### src/common/hpc_map.svh
/*
 * Bit positions, reset values and timing counts of the host port control register.
 * Assumes it is included by bare name from the package and the design files.
 */
`ifndef HPC_MAP_SVH
`define HPC_MAP_SVH

`define HPC_BIT_ADDR_SEL    11
`define HPC_BIT_DUAL_ADDR   9
`define HPC_BIT_HALF_STAT   8
`define HPC_BIT_SOFT_RST    7
`define HPC_BIT_FETCH       4
`define HPC_BIT_READY_IND   3
`define HPC_BIT_TO_HOST_INT 2
`define HPC_BIT_TO_CPU_INT  1
`define HPC_BIT_HALFWORD    0

`define HPC_CTRL_RESET      32'h0000_0000
`define HPC_ADDR_RESET      32'h0000_0000
`define HPC_ADDR_STEP       32'h0000_0001

// FIFO clear time in ns, clock period in ns, and the derived cycle count
`define HPC_FIFO_RST_NS     32
`define HPC_CLK_PERIOD_NS   4
`define HPC_FIFO_RST_CYC    ((`HPC_FIFO_RST_NS + `HPC_CLK_PERIOD_NS - 1) / `HPC_CLK_PERIOD_NS)

`endif

### src/common/hpc_pkg.sv
/*
 * Types of the host port control register block.
 * Assumes hpc_map.svh is on the include path.
 */
`default_nettype none
`include "hpc_map.svh"

package hpc_pkg;

   // One access from the host port front end
   typedef struct packed {
      logic        wr;
      logic        rd;
      logic        sel_addr;
      logic [31:0] wdata;
   } hpc_host_req_t;

   // One access from the on-chip CPU
   typedef struct packed {
      logic        wr;
      logic        rd;
      logic [31:0] wdata;
   } hpc_cpu_req_t;

   typedef enum logic [1:0] {
      SR_IDLE,
      SR_WAIT,
      SR_CLEAR,
      SR_HELD
   } hpc_srst_state_t;

endpackage

`default_nettype wire

### src/rtl/hpc_sync3.sv
/*
 * Three-stage synchroniser for one level from outside the clock domain.
 * Assumes clk_sys and an asynchronous active-high reset.
 */
`timescale 1ns/1ps
`default_nettype none

module hpc_sync3 (
   // Clock and reset
   input  wire logic clk_sys,
   input  wire logic rst,
   // Level
   input  wire logic async_in,
   output logic      sync_out
);

   logic [2:0] stage_reg;

   // Output moves only once stages two and three agree
   always_ff @(posedge clk_sys or posedge rst) begin
      if (rst) begin
         stage_reg <= 3'h0;
         sync_out  <= 1'b0;
      end else begin
         stage_reg <= {stage_reg[1:0], async_in};
         if (stage_reg[1] == stage_reg[2]) begin
            sync_out <= stage_reg[2];
         end
      end
   end

endmodule

`default_nettype wire

### src/rtl/hpc_port_control.sv
/*
 * Host port control and status register with address registers and soft FIFO reset.
 * Assumes host and CPU requests arrive as one-cycle strobes on clk_sys; the host
 * cycle activity level comes from a pin and is synchronised here.
 */
// Operation
// - Single mode: host address write loads read and write address registers.
// - Single mode: each autoincrement advances both address registers together.
// - Single mode: host address read returns the read address register.
// - Dual mode: host sees independent read and write address registers.
// - Bit 8 mirrors the halfword order bit, read only.
// - Host reads of the soft reset bit return 0.
// - CPU write 1 to soft reset clears both FIFOs and their logic.
// - A host cycle in progress finishes before the FIFO reset starts.
// - CPU reads soft reset as 0 until the FIFO reset completes.
// - CPU write 0 during the reset does not cancel it.
// - While soft reset is 1 the ready pin stays deasserted, except while waiting for the open host cycle to end.
// - Host accesses stay blocked until the CPU writes 0 to soft reset.
// - Host write 1 to fetch bit requests a read FIFO prefetch.
// - Fetch bit always reads 0 for host and CPU.
// - Host reads bit 3 as the internal ready state.
// - CPU reads of the ready indicator return 0.
// - Internal ready indicator is kept apart from the ready pin.
// - CPU write 1 sets the to-host interrupt bit; holds until host clears.
// - Host write 1 clears the to-host interrupt bit.
// - Writing 0 to the to-host interrupt bit changes nothing.
// - To-CPU interrupt bit: host sets it, only CPU clears it.
// - Host write 1 raises the CPU interrupt; CPU write 1 clears it.
// - Dual mode: address select 0 picks write register, 1 read register.
`timescale 1ns/1ps
`default_nettype none
`include "hpc_map.svh"

module hpc_port_control
   import hpc_pkg::*;
(
   // Clock and reset
   input  wire logic          clk_sys,
   input  wire logic          rst,
   // Host side
   input  wire hpc_host_req_t host_req,
   output logic [31:0]        host_rdata,
   input  wire logic          host_cycle_pin,
   output logic               host_ready_pin,
   output logic               host_int_out,
   // CPU side
   input  wire hpc_cpu_req_t  cpu_req,
   output logic [31:0]        cpu_rdata,
   output logic               cpu_int_out,
   // Datapath
   input  wire logic          dp_ready,
   input  wire logic          incr_rd,
   input  wire logic          incr_wr,
   output logic [31:0]        read_address,
   output logic [31:0]        write_address,
   output logic               halfword_order,
   output logic               fifo_reset,
   output logic               prefetch_req
);

   localparam logic [3:0] FIFO_RST_CYC = 4'(`HPC_FIFO_RST_CYC);

   logic [31:0]     read_address_reg;
   logic [31:0]     read_address_next;
   logic [31:0]     write_address_reg;
   logic [31:0]     write_address_next;
   logic            dual_address_mode_reg;
   logic            address_select_reg;
   logic            halfword_order_reg;
   logic            to_host_int_reg;
   logic            to_host_int_next;
   logic            to_cpu_int_reg;
   logic            to_cpu_int_next;
   logic            soft_reset_reg;
   logic            soft_reset_next;
   logic            ready_ind_reg;
   logic            ready_pin_next;
   logic            fifo_reset_reg;
   logic            prefetch_reg;
   logic [31:0]     host_rdata_reg;
   logic [31:0]     cpu_rdata_reg;
   logic [3:0]      clr_cnt_reg;
   logic [3:0]      clr_cnt_next;
   logic            host_busy;
   hpc_srst_state_t state_reg;
   hpc_srst_state_t state_next;

   hpc_sync3 u_busy_sync (
      .clk_sys  (clk_sys),
      .rst      (rst),
      .async_in (host_cycle_pin),
      .sync_out (host_busy)
   );

   // Request decode
   wire host_ctrl_wr = host_req.wr & ~host_req.sel_addr;
   wire host_addr_wr = host_req.wr &  host_req.sel_addr;
   wire cpu_wr       = cpu_req.wr;
   wire [31:0] hwd   = host_req.wdata;
   wire [31:0] cwd   = cpu_req.wdata;

   wire host_sets_cpu_int  = host_ctrl_wr & hwd[`HPC_BIT_TO_CPU_INT];
   wire cpu_clrs_cpu_int   = cpu_wr & cwd[`HPC_BIT_TO_CPU_INT];
   wire cpu_sets_host_int  = cpu_wr & cwd[`HPC_BIT_TO_HOST_INT];
   wire host_clrs_host_int = host_ctrl_wr & hwd[`HPC_BIT_TO_HOST_INT];
   wire cpu_srst_one       = cpu_wr & cwd[`HPC_BIT_SOFT_RST];
   wire cpu_srst_zero      = cpu_wr & ~cwd[`HPC_BIT_SOFT_RST];

   // Set has priority over clear on both interrupt bits
   assign to_host_int_next = cpu_sets_host_int ? 1'b1 :
                             host_clrs_host_int ? 1'b0 : to_host_int_reg;
   assign to_cpu_int_next  = host_sets_cpu_int ? 1'b1 :
                             cpu_clrs_cpu_int ? 1'b0 : to_cpu_int_reg;

   // Address write target and increments
   wire addr_to_read  = ~dual_address_mode_reg | address_select_reg;
   wire addr_to_write = ~dual_address_mode_reg | ~address_select_reg;
   wire step_read     = dual_address_mode_reg ? incr_rd : (incr_rd | incr_wr);
   wire step_write    = dual_address_mode_reg ? incr_wr : (incr_rd | incr_wr);

   assign read_address_next  = (host_addr_wr & addr_to_read) ? hwd :
                               step_read ? read_address_reg + `HPC_ADDR_STEP :
                               read_address_reg;
   assign write_address_next = (host_addr_wr & addr_to_write) ? hwd :
                               step_write ? write_address_reg + `HPC_ADDR_STEP :
                               write_address_reg;

   // Soft reset sequence: wait for the host cycle, clear FIFOs, hold host off
   always_comb begin
      state_next   = state_reg;
      clr_cnt_next = clr_cnt_reg;
      case (state_reg)
         SR_IDLE: begin
            if (cpu_srst_one) begin
               state_next   = host_busy ? SR_WAIT : SR_CLEAR;
               clr_cnt_next = FIFO_RST_CYC - 4'h1;
            end
         end
         SR_WAIT: begin
            if (!host_busy) begin
               state_next = SR_CLEAR;
            end
         end
         SR_CLEAR: begin
            if (clr_cnt_reg == 4'h0) begin
               state_next = SR_HELD;
            end else begin
               clr_cnt_next = clr_cnt_reg - 4'h1;
            end
         end
         SR_HELD: begin
            if (cpu_srst_zero) begin
               state_next = SR_IDLE;
            end
         end
         default: begin
            state_next = SR_IDLE;
         end
      endcase
   end

   // A zero write only lands once the clear has finished
   assign soft_reset_next = cpu_srst_one ? 1'b1 :
                            (cpu_srst_zero & state_reg == SR_HELD) ? 1'b0 :
                            soft_reset_reg;

   // The pin stays ready only while the pending host cycle drains
   wire hold_off = (state_next == SR_CLEAR) | (state_next == SR_HELD) |
                   (soft_reset_next & state_next != SR_WAIT);
   assign ready_pin_next = dp_ready & ~hold_off;

   // Read views for each party
   wire [31:0] ctrl_common = {20'h0_0000,
                              address_select_reg, 1'b0, dual_address_mode_reg,
                              halfword_order_reg,
                              1'b0, 2'b00, 1'b0, 1'b0,
                              to_host_int_reg, to_cpu_int_reg, halfword_order_reg};
   wire [31:0] host_ctrl_view = ctrl_common |
                                {28'h000_0000, ready_ind_reg, 3'h0};
   wire soft_reset_seen = soft_reset_reg & (state_reg == SR_HELD);
   wire [31:0] cpu_ctrl_view = ctrl_common |
                               {24'h00_0000, soft_reset_seen, 7'h00};
   wire [31:0] host_addr_view = (~dual_address_mode_reg | address_select_reg) ?
                                read_address_reg : write_address_reg;

   always_ff @(posedge clk_sys or posedge rst) begin
      if (rst) begin
         read_address_reg  <= `HPC_ADDR_RESET;
         write_address_reg <= `HPC_ADDR_RESET;
      end else begin
         read_address_reg  <= read_address_next;
         write_address_reg <= write_address_next;
      end
   end

   // Host owns the mode bits; reserved bits are not stored
   always_ff @(posedge clk_sys or posedge rst) begin
      if (rst) begin
         dual_address_mode_reg <= 1'b0;
         address_select_reg    <= 1'b0;
         halfword_order_reg    <= 1'b0;
      end else if (host_ctrl_wr) begin
         dual_address_mode_reg <= hwd[`HPC_BIT_DUAL_ADDR];
         address_select_reg    <= hwd[`HPC_BIT_ADDR_SEL];
         halfword_order_reg    <= hwd[`HPC_BIT_HALFWORD];
      end
   end

   always_ff @(posedge clk_sys or posedge rst) begin
      if (rst) begin
         to_host_int_reg <= 1'b0;
         to_cpu_int_reg  <= 1'b0;
         prefetch_reg    <= 1'b0;
      end else begin
         to_host_int_reg <= to_host_int_next;
         to_cpu_int_reg  <= to_cpu_int_next;
         prefetch_reg    <= host_ctrl_wr & hwd[`HPC_BIT_FETCH];
      end
   end

   always_ff @(posedge clk_sys or posedge rst) begin
      if (rst) begin
         state_reg      <= SR_IDLE;
         clr_cnt_reg    <= 4'h0;
         soft_reset_reg <= 1'b0;
         fifo_reset_reg <= 1'b0;
         ready_ind_reg  <= 1'b0;
         host_ready_pin <= 1'b0;
      end else begin
         state_reg      <= state_next;
         clr_cnt_reg    <= clr_cnt_next;
         soft_reset_reg <= soft_reset_next;
         fifo_reset_reg <= (state_next == SR_CLEAR);
         ready_ind_reg  <= dp_ready;
         host_ready_pin <= ready_pin_next;
      end
   end

   always_ff @(posedge clk_sys or posedge rst) begin
      if (rst) begin
         host_rdata_reg <= 32'h0000_0000;
         cpu_rdata_reg  <= 32'h0000_0000;
      end else begin
         if (host_req.rd) begin
            host_rdata_reg <= host_req.sel_addr ? host_addr_view : host_ctrl_view;
         end
         if (cpu_req.rd) begin
            cpu_rdata_reg <= cpu_ctrl_view;
         end
      end
   end

   assign host_rdata     = host_rdata_reg;
   assign cpu_rdata      = cpu_rdata_reg;
   assign host_int_out   = to_host_int_reg;
   assign cpu_int_out    = to_cpu_int_reg;
   assign read_address   = read_address_reg;
   assign write_address  = write_address_reg;
   assign halfword_order = halfword_order_reg;
   assign fifo_reset     = fifo_reset_reg;
   assign prefetch_req   = prefetch_reg;
endmodule

`default_nettype wire

### config.mk
export PLATFORM = sky130hd
export DESIGN_NAME = hpc_port_control
export DESIGN_NICKNAME = d
export VERILOG_FILES = /design/src/common/hpc_pkg.sv /design/src/rtl/hpc_sync3.sv /design/src/rtl/hpc_port_control.sv
export VERILOG_INCLUDE_DIRS = /design/src /design/src/common
export SDC_FILE = /design/constraint.sdc
export NUM_CORES = 1
export LEC_CHECK = 0
export BUFFER_PORTS_ARGS = -buffer_cell sky130_fd_sc_hd__buf_2
export CORE_MARGIN = 1.5
export CORE_UTILIZATION = 51
export CTS_CLUSTER_DIAMETER = 40
export CTS_CLUSTER_SIZE = 20
export DETAILED_ROUTE_END_ITERATION = 6
export PLACE_DENSITY = 0.81
export SLEW_MARGIN = 5
export SYNTH_ARGS = -nofsm -noshare
export SYNTH_HDL_FRONTEND = slang
export SYNTH_SLANG_ARGS = --single-unit
### constraint.sdc
create_clock -name clk_sys -period 5 [get_ports clk_sys]
set_input_delay 0.75 -clock clk_sys [delete_from_list [all_inputs] [get_ports clk_sys]]
set_output_delay 0.75 -clock clk_sys [all_outputs]
set_load 0.005 [all_outputs]
Word level (Yosys, flattened, before mapping)
Cells that the tools add are included.
Widths: inputs -> output; s select.
{"block": "classes", "reduce_logical": 8, "eq_ne": 9, "addsub": 3, "bitwise": 27, "mux": 23}
{"operator": "$mux 32", "n": 6}
{"operator": "$add 32x1->32 const B", "n": 2}
{"operator": "$and 1x1->1", "n": 15}
{"operator": "$or 12x4->12", "n": 1}
{"operator": "$or 12x8->12", "n": 1}
{"operator": "$mux 2", "n": 5}
{"operator": "$reduce_bool 2->1", "n": 5}
{"operator": "$eq 2x2->1 const B", "n": 4}
{"operator": "$mux 1", "n": 8}
{"operator": "$mux 4", "n": 2}
{"operator": "$pmux 2 s4", "n": 1}
{"operator": "$pmux 4 s2", "n": 1}
{"operator": "$not 1->1", "n": 5}
{"operator": "$or 1x1->1", "n": 5}
{"operator": "$logic_not 4->1", "n": 1}
{"operator": "$ne 2x2->1 const B", "n": 2}
{"operator": "$sub 4x1->4 const B", "n": 1}
{"operator": "$reduce_and 3->1", "n": 1}
{"operator": "$eq 2x1->1 const B", "n": 1}
{"operator": "$logic_not 2->1", "n": 1}
{"operator": "$ne 2x1->1 const B", "n": 1}
{"operator": "$eq 1x1->1", "n": 1}
{"block": "totals", "elab_cells": 88, "reg_bits": 148, "out_inout_bits": 134}

Longest topological paths before layout
Gate-level depths: netlist (run 1).
{"block": "depth", "depth_word": 9, "ltp_mapped": 8}

Cells and area by module
From an unflattened synthesis (run 1), not the netlist that was laid out.
{"block": "unflattened", "hier_cells": 697, "hier_area_um2": 6459.9}
{"module": "hpc_port_control", "seq_area_each_um2": 2952.8, "area_each_um2": 6344.8, "cells_per_inst": 691, "n_inst": 1}
{"module": "hpc_sync3", "seq_area_each_um2": 100.1, "area_each_um2": 115.1, "cells_per_inst": 6, "n_inst": 1}

Least setup slack after synthesis (run 1)
No wires, ideal clock.
{"block": "synth_timing", "path_kind": "input-to-reg", "start": "input port incr_rd", "end": "register write_address_reg[31], in the netlist write_address[31]", "path_buffers": 2, "cell_stages": 7, "required_ns": 4.931, "path_slack_ns": 2.598, "arrival_time_ns": 2.333, "setup_time_ns": 0.069, "cell_sequence": "buf_4 and2b_1 buf_4 o2111ai_1 or4_4 or4_1 nand3_1"}
{"block": "synth_between", "elab_chain_len": 3}
{"item": "start: declaration", "line": "hpc_port_control.sv:52", "source": "input wire logic incr_rd,"}
{"item": "$or 1x1->1", "line": "hpc_port_control.sv:119", "source": "wire step_write = dual_address_mode_reg ? incr_wr : (incr_rd | incr_wr);"}
{"item": "$mux 1", "line": "hpc_port_control.sv:119"}
{"item": "$reduce_bool 2->1 (no line)"}
{"item": "end signal: assignment", "line": "hpc_port_control.sv:189", "source": "write_address_reg <= `HPC_ADDR_RESET;"}
{"item": "end signal: assignment", "line": "hpc_port_control.sv:192", "source": "write_address_reg <= write_address_next;"}
{"item": "end: declaration", "line": "hpc_port_control.sv:65", "source": "logic [31:0] write_address_reg;"}
No other way between the ends.
A chain may end at the register's enable or synchronous reset.

Worst setup path after layout (run 1)
{"block": "layout_timing", "start": "register dual_address_mode_reg", "end": "register write_address_reg[28], in the netlist write_address[28]"}
{"block": "layout_between", "elab_chain_len": 4, "word_cells_on_any_way": 6, "cone_classes": "mux (2); bitwise (3); reduce/logical (1)"}
{"item": "start: declaration", "line": "hpc_port_control.sv:67", "source": "logic dual_address_mode_reg;"}
{"item": "start signal: assignment", "line": "hpc_port_control.sv:203", "source": "dual_address_mode_reg <= hwd[`HPC_BIT_DUAL_ADDR];"}
{"item": "$not 1->1", "line": "hpc_port_control.sv:117", "source": "wire addr_to_write = ~dual_address_mode_reg | ~address_select_reg;"}
{"item": "$or 1x1->1", "line": "hpc_port_control.sv:117"}
{"item": "$and 1x1->1", "line": "hpc_port_control.sv:124", "source": "assign write_address_next = (host_addr_wr & addr_to_write) ? hwd :"}
{"item": "$mux 32 / $reduce_bool 2->1 (equally long branches)"}
Several ways; a longest one is shown, not always the timed one.

==> impl_metrics.toml, run 1 <==
[timing]
finalClockSkew_ns = 0.00648
maxSlewHeadroom = 0.215
final-max-slew-violation-count = 0
final_hold_viol_count = 0
setup_total_negative_slack_ns = 0
setup_viol_count_final = 0
finalCriticalPeriod_ns = 2.43
rsz_0062_raised_after_global_routing = "false"
timing.fmax_mhz = 411
worstMarginPinSlew_ns = 1.17
timing.final.crit_share = 0.486
worst_hold_slack_ns = 0.359

[place]
port_buffers = 154
globalplace.congestion = 0.887
post-dp-hpwl_microns = 11700

[critical_path]
timing.critical_path.slowest_stage_cell = "sky130_fd_sc_hd__o211ai_1"
cp.required_ns = 5.28
slowest_delay_ns = 0.95
critical_path_buf_inv_count = 0
path_cells = "and2b_1 -> o211ai_1 -> nor4_1 -> xnor2_1 -> o21ai_0"
setup.worst_path.start_class = "register"
critPathTopFamily = "compound AO/OA/AOI/OAI gates"
flop2flop_setup_slack_ns = 2.57
critPathKind = "reg -> reg"
critical_path_end_type = "register"
timing.critical_path.arrival_ns = 2.71
worstPathMaxFanout = 11

[synthesis]
synth_async_sr_flop_share = 1.00
synth_warnings = 0
synth_cells = 677
yosys_register_bits = 122
avgSynthCellArea_sq_um = 9.43
synth_edf_count = 0
synth.top_cell.area_share = 0.478
synth_top_cell_by_area = "sky130_fd_sc_hd__dfrtp_1"
syn_area_sq_mm = 0.00638
synthTopCellsByArea = "sky130_fd_sc_hd__dfrtp_1 48%, sky130_fd_sc_hd__xnor2_1 4.8%, sky130_fd_sc_hd__mux2i_1 4.2%"
dominantRegCellSynth = "sky130_fd_sc_hd__dfrtp_1"
synthDistinctLibCells = 47
seq_area_frac_synth = 0.478

[floorplan]
die_width_microns = 115
initial_utilization = 0.527
core.rowCount = 40
die_height_microns = 115
core_region_area_sq_mm = 0.0121
fp.dieArea_sq_mm = 0.0132
top_level_ports = 209

[global_route]
grt_remaining_overflow = 0
first_global_vias = 5246
track_usage = 0.271
antenna_found_initial = 0
grt_first_pass_wirelength_microns = 27300
maximum_number_of_pins_on_one_net_before_global_route_repair = 83

[final_layout]
design.final.nets = 896
fill_cell_total_of_the_finished_layout = 1020
synthToLayoutAreaGrowth_pct = 22.2
number_of_antenna_cells_inserted = 0
post_route_cells_drive_above_1_share = 0.255

[clocking]
cts_root_buffer = "sky130_fd_sc_hd__clkbuf_16"
clk_pin_slew_worst_paths_ns = 0.05
cts_setup_buffers = 0
worst_skew_pair.late_latency_ns = 0.42
cts_max_level = 4
tritoncts = "built"
cts_buffers = 17
count_of_hold_buffers_inserted_by_post_cts_repair = 0
post_cts_resize_count = 0
max-clock-path-buffers = 2
cts_sinks = 122

[pwr]
total_leakage_power_nw = 3.49
vdd.ir_drop.worst_mv = 0.269
cellPowerDensity_mw_per_mm2 = 491

[route]
route.final.wire_length_microns = 17200
route.vias.total = 5503
route.detailed.vias_per_inst = 5.51
drt_drc_violations_left = 0
drt_pass_1_iters = 5
route.detailed.wl_per_inst_microns = 17.2
ant_nets = 0
drt_first_iter_violations = 407

[flow_run]
maxCapViolations = 0

[outcome]
status = "finished, final reports clean"

[worst_hold_path]
min_path_type = "reg -> reg"
## final cells by class
cell class,instances,area (sq um),share of cell area
sequential,122,3050,0.391
tap,168,210,0.0269
clock inverter,12,170,0.0218
timing repair buffer,159,808,0.104
multi-input combinational,478,2940,0.377
clock buffer,20,467,0.0598
inverter,40,153,0.0196
## cell usage after synthesis, types with 8 or more instances
cell type / count
sky130_fd_sc_hd__a21oi_1: 41
sky130_fd_sc_hd__and3_1: 10
sky130_fd_sc_hd__buf_4: 28
sky130_fd_sc_hd__clkbuf_1: 28
sky130_fd_sc_hd__dfrtp_1: 122
sky130_fd_sc_hd__inv_1: 40
sky130_fd_sc_hd__mux2_2: 14
sky130_fd_sc_hd__mux2i_1: 27
sky130_fd_sc_hd__nand2_1: 60
sky130_fd_sc_hd__nand3_1: 26
sky130_fd_sc_hd__nand4_1: 11
sky130_fd_sc_hd__nor2_1: 55
sky130_fd_sc_hd__nor3_1: 22
sky130_fd_sc_hd__nor4_1: 8
sky130_fd_sc_hd__o21ai_0: 32
sky130_fd_sc_hd__o22ai_1: 26
sky130_fd_sc_hd__xnor2_1: 35
sky130_fd_sc_hd__xor2_1: 28
## report_power, final
part | switching [W] | total, W | internal (W) | leakage (nW)
Combinational | 0.000489 | 0.000955 | 0.000466 | 1.74
Clock | 0.000449 | 0.00132 | 0.000868 | 0.304
Sequential | 0.000319 | 0.00156 | 0.00124 | 1.45
## path summary, 6_finish.rpt
kind / startpoint / to / cells past startpoint
min: u_busy_sync.stage_reg[0] / u_busy_sync.stage_reg[1] / 0
min in group asynchronous: rst / host_rdata[27] / 2
max: dual_address_mode_reg / write_address[28] / 5
max reg2reg: dual_address_mode_reg / write_address[28] / 5
min reg2reg: u_busy_sync.stage_reg[0] / u_busy_sync.stage_reg[1] / 0
max in group asynchronous: rst / host_rdata[14] / 3
## worst reg2reg max path, stage by stage, from the launching register on
cell	delay [ns]
sky130_fd_sc_hd__dfrtp_1	0.53
sky130_fd_sc_hd__and2b_1	0.31
sky130_fd_sc_hd__o211ai_1	0.95
sky130_fd_sc_hd__nor4_1	0.21
sky130_fd_sc_hd__xnor2_1	0.20
sky130_fd_sc_hd__o21ai_0	0.09
## layer usage
| layer | vias up | track usage | wire length [microns] |
|---|---|---|---|
| li1 | 2578 | - | - |
| met4 | 0 | 0.115 | 435 |
| met1 | 2654 | 0.364 | 7460 |
| met3 | 38 | 0.0680 | 1240 |
| met2 | 233 | 0.421 | 8070 |
| met5 | - | 0 | 0 |
## placed cells by master, fill, tap and decap left out, drive strengths merged, types with 2 or more instances in the layout
cell / Yosys / final
nor3b: 2 / 2
or3: 2 / 2
a21oi: 41 / 41
ha: 3 / 3
clkinv: 0 / 4
buf: 32 / 159
clkbuf: 29 / 20
dfrtp: 122 / 122
nor4: 8 / 8
xnor2: 35 / 35
and2: 5 / 5
o22ai: 26 / 26
nor2: 55 / 55
a22o: 2 / 2
o21a: 2 / 2
and3: 11 / 11
bufinv: 0 / 4
nand4: 12 / 12
inv: 40 / 40
o211ai: 4 / 4
o2111a: 2 / 2
nand2b: 4 / 4
mux2: 14 / 14
clkinvlp: 0 / 4
mux2i: 27 / 27
or4: 3 / 3
xor2: 28 / 28
o2111ai: 5 / 5
a31oi: 5 / 5
nor2b: 4 / 4
and4: 6 / 6
nand3: 26 / 26
conb: 1 / 25
nand2: 60 / 60
o21ai: 32 / 32
nor3: 22 / 22
## stage by stage
| stage | instance area [sq um] | power, W | setup WS [ns] | instances | utilization |
|---|---|---|---|---|---|
| after floorplan | 6470 | 0.00210 | 1.01 | 701 | - |
| final | 7800 | 0.00383 | 2.57 | 999 | 0.644 |
| after detailed placement | 7170 | 0.00251 | 2.25 | 967 | 0.592 |
| after global placement | 7170 | 0.00248 | 2.26 | 967 | 0.592 |
| after global routing | 7800 | 0.00404 | 2.41 | 999 | 0.644 |
| after CTS | 7800 | 0.00384 | 2.62 | 999 | 0.644 |
## cells by family after synthesis
| group | Yosys count | share of synthesized area |
|---|---|---|
| simple gates | 222 | 0.170 |
| compound gates | 123 | 0.113 |
| flops | 122 | 0.478 |
| buf+inv | 101 | 0.0768 |
| xor+xnor | 63 | 0.0864 |
| mux | 41 | 0.0670 |
| fa+ha+maj | 4 | 0.00745 |
| other cells | 1 | 0.000587 |
Power figures use the tool's default switching activity.
==> run 2, diff against run 1 <==
--- a/config.mk
+++ b/config.mk
@@ -6,13 +6,14 @@
 export SDC_FILE = /design/constraint.sdc
 export NUM_CORES = 1
 export LEC_CHECK = 0
+export ABC_AREA = 1
 export BUFFER_PORTS_ARGS = -buffer_cell sky130_fd_sc_hd__buf_2
 export CORE_MARGIN = 1.5
-export CORE_UTILIZATION = 51
+export CORE_UTILIZATION = 48
 export CTS_CLUSTER_DIAMETER = 40
 export CTS_CLUSTER_SIZE = 20
 export DETAILED_ROUTE_END_ITERATION = 6
-export PLACE_DENSITY = 0.81
+export PLACE_DENSITY = 0.78
 export SLEW_MARGIN = 5
 export SYNTH_ARGS = -nofsm -noshare
 export SYNTH_HDL_FRONTEND = slang
==> constraint.sdc (replaced) <==
create_clock -name clk_sys -period 2.05 [get_ports clk_sys]
set_input_delay 0.3075 -clock clk_sys [delete_from_list [all_inputs] [get_ports clk_sys]]
set_output_delay 0.3075 -clock clk_sys [all_outputs]
set_load 0.005 [all_outputs]
==> run 2 against run 1 <==
Effect of this change: clock skew increased by 0.0016 ns; worst setup slack got worse by 2.3 ns; cell area increased by 17%; fmax increased by 39%; core utilization decreased by 4.9 points; sequential power increased by 150%; clock power increased by 140%; worst hold slack got worse by 0.27 ns; area after synthesis increased by 19%; clock-buffer cell count decreased by 3; routed wire length increased by 41%.
==> impl_metrics.toml, run 2 <==
[outcome]
status = "finished, final reports clean"

[timing]
maxSlewHeadroom = 0.580
final-max-slew-violation-count = 0
rsz_0062_raised_after_global_routing = "false"
worstMarginPinSlew_ns = 0.628
finalCriticalPeriod_ns = 1.75
final_hold_viol_count = 0
setup_viol_count_final = 0
timing.fmax_mhz = 571
finalClockSkew_ns = 0.00811
setup_total_negative_slack_ns = 0
timing.final.crit_share = 0.855

[place]
placed_area_sq_mm = 0.00851
post-dp-hpwl_microns = 18100
numPlacedInstances = 1429
port_buffers = 154
globalplace.congestion = 0.948

[synthesis]
avgSynthCellArea_sq_um = 7.05
syn_area_sq_mm = 0.00761
dominantRegCellSynth = "sky130_fd_sc_hd__dfrtp_1"
synth.cells.most_frequent = "351 x sky130_fd_sc_hd__nand2_1, 179 x sky130_fd_sc_hd__nor2_1, 122 x sky130_fd_sc_hd__dfrtp_1"
synthDistinctLibCells = 45
synth_cells = 1080
synth_top_cell_by_area = "sky130_fd_sc_hd__dfrtp_1"
seq_area_frac_synth = 0.401
synth_most_common_cell = "sky130_fd_sc_hd__nand2_1"
synth_edf_count = 0
synth_warnings = 0
synthTopCellsByArea = "sky130_fd_sc_hd__dfrtp_1 40%, sky130_fd_sc_hd__nand2_1 17%, sky130_fd_sc_hd__nor2_1 8.8%"
synth_async_sr_flop_share = 1.00
synth.top_cell.area_share = 0.401
yosys_register_bits = 122

[critical_path]
critical_path_end_type = "register"
crit_path_top_cell_by_count = "sky130_fd_sc_hd__o21ai_1"
critPathTopFamily = "simple AND/OR/NAND/NOR gates"
worstPathMaxFanout = 13
slowest_delay_ns = 0.53
timing.critical_path.arrival_ns = 2.10
critPathKind = "reg -> reg"
setup.worst_path.start_class = "register"
path_cells = "o21ai_1 -> buf_4 -> nor2_4 -> inv_2 -> nand3_1 -> o21ai_1 -> nor2_1"
timing.critical_path.slowest_stage_cell = "sky130_fd_sc_hd__dfrtp_1"
critical_path_buf_inv_count = 2
cp.required_ns = 2.40
flop2flop_setup_slack_ns = 0.30

[global_route]
maximum_number_of_pins_on_one_net_before_global_route_repair = 42
grt_first_pass_wirelength_microns = 38400
grt.busiest_layer = "met2"
fraction_of_met2_tracks_used_by_global_routing = 0.462
track_usage = 0.301
first_global_vias = 7204
grt_remaining_overflow = 0
globalRouteMet1Util = 0.420
antenna_found_initial = 1
met3_usage = 0.0657

[route]
route.detailed.vias_per_inst = 5.38
route.detailed.wl_per_inst_microns = 16.6
route.vias.total = 7881
drt_drc_violations_left = 0
route.final.wire_length_microns = 24300
drt_pass_1_iters = 6
ant_nets = 0
drt_first_iter_violations = 842

[clocking]
cts_root_buffer = "sky130_fd_sc_hd__clkbuf_16"
clk_pin_slew_worst_paths_ns = 0.06
tritoncts = "built"
post_cts_resize_count = 0
cts_max_level = 4
cts_sinks = 122
worst_skew_pair.late_latency_ns = 0.42
max-clock-path-buffers = 2
cts_buffers = 17

[floorplan]
core.rowCount = 45
initial_utilization = 0.495
die_width_microns = 129
die_height_microns = 129
fp.dieArea_sq_mm = 0.0166
top_level_ports = 209
core_region_area_sq_mm = 0.0154

[worst_hold_path]
min_path_type = "in -> reg"

[final_layout]
post_route_cells_drive_above_1_share = 0.208
design.final.nets = 1318
layout.core_utilization = 0.596
most_common_library_cell_in_the_layout_ignoring_fill_and_taps = "sky130_fd_sc_hd__nand2_1"
stdcell_area_sq_mm = 0.00916
instances_no_fill = 1465
fill_cell_total_of_the_finished_layout = 1404
most-common-layout-cells = "351 x sky130_fd_sc_hd__nand2_1, 179 x sky130_fd_sc_hd__nor2_1, 154 x sky130_fd_sc_hd__buf_2"
synthToLayoutAreaGrowth_pct = 20.2

[flow_run]
maxCapViolations = 0

[pwr]
cellPowerDensity_mw_per_mm2 = 1080
total_leakage_power_nw = 4.58
vdd.ir_drop.worst_mv = 0.605
## run 2: per-stage QoR
step           hold slack, ns  total power, W  setup slack, ns
3_5_place_dp            0.335         0.00669            0.350
4_1_cts               0.00390         0.00986            0.335
5_1_grt                 0.102          0.0105            0.168
3_3_place_gp            0.333         0.00660            0.398
6_report               0.0887         0.00990            0.298
2_1_floorplan           0.331         0.00547            0.245
## run 2: layout make-up
class	instances	area [sq um]	area share
inverter	89	340	0.0372
antenna	1	2.50	0.000273
sequential	122	3050	0.333
clock buffer	17	425	0.0465
timing repair buffer	176	968	0.106
tap	211	264	0.0288
clock inverter	15	190	0.0208
multi-input combinational	834	3910	0.427
## run 2: where the power goes
group | total [W] | leakage, nW | internal (W) | switching (W)
clock | 0.00315 | 0.287 | 0.00193 | 0.00122
combinational | 0.00292 | 2.82 | 0.00115 | 0.00177
sequential | 0.00383 | 1.47 | 0.00297 | 0.000859
total | 0.00990 | 4.58 | 0.00605 | 0.00385
## run 2: worst register-to-register path, stage by stage (launching register included)
cell and delay, ns:
sky130_fd_sc_hd__dfrtp_1 0.53, sky130_fd_sc_hd__o21ai_1 0.13, sky130_fd_sc_hd__buf_4 0.20, sky130_fd_sc_hd__nor2_4 0.37
sky130_fd_sc_hd__inv_2 0.16, sky130_fd_sc_hd__nand3_1 0.11, sky130_fd_sc_hd__o21ai_1 0.08, sky130_fd_sc_hd__nor2_1 0.11
## run 2: final timing paths
| check | startpoint | end | depth (start not counted) |
|---|---|---|---|
| max in group asynchronous | rst | read_address[25] | 4 |
| min in group asynchronous | rst | host_rdata[4] | 3 |
| worst max register to register | dual_address_mode_reg | read_address[10] | 7 |
| worst min register to register | u_busy_sync.stage_reg[0] | u_busy_sync.stage_reg[1] | 0 |
| worst max-delay path | dual_address_mode_reg | read_address[10] | 7 |
| worst min-delay path | cpu_req[2] | host_int_out | 3 |
## run 2: per-layer routing
metal	routed length [microns]	vias up	part of all wire
met2	11200	430	0.46
met3	2460	58	0.10
met5	0	-	0
met1	9990	3674	0.41
met4	709	0	0.029
li1	-	3719	-
## run 2: repair_timing
| item | 4_1_cts | 5_1_grt |
|---|---|---|
| hold buffers | 2 | 1 |
| hold endpoints to repair | 20 | 1 |
| buffers inserted | 0 | 0 |
## run 2: logic make-up (layout without fill, tap and decap cells)
| family | Yosys count | count (layout) | synth area share |
|---|---|---|---|
| muxes | 3 | 3 | 0.00444 |
| and+or+nand+nor | 660 | 660 | 0.372 |
| adders and majority gates | 4 | 4 | 0.00624 |
| DFF | 122 | 122 | 0.401 |
| xor gates and xnor gates | 16 | 16 | 0.0184 |
| AOI/OAI and AO/OA | 126 | 126 | 0.0999 |
| other | 1 | 26 | 0.000492 |
| buffers and inverters | 148 | 297 | 0.0973 |
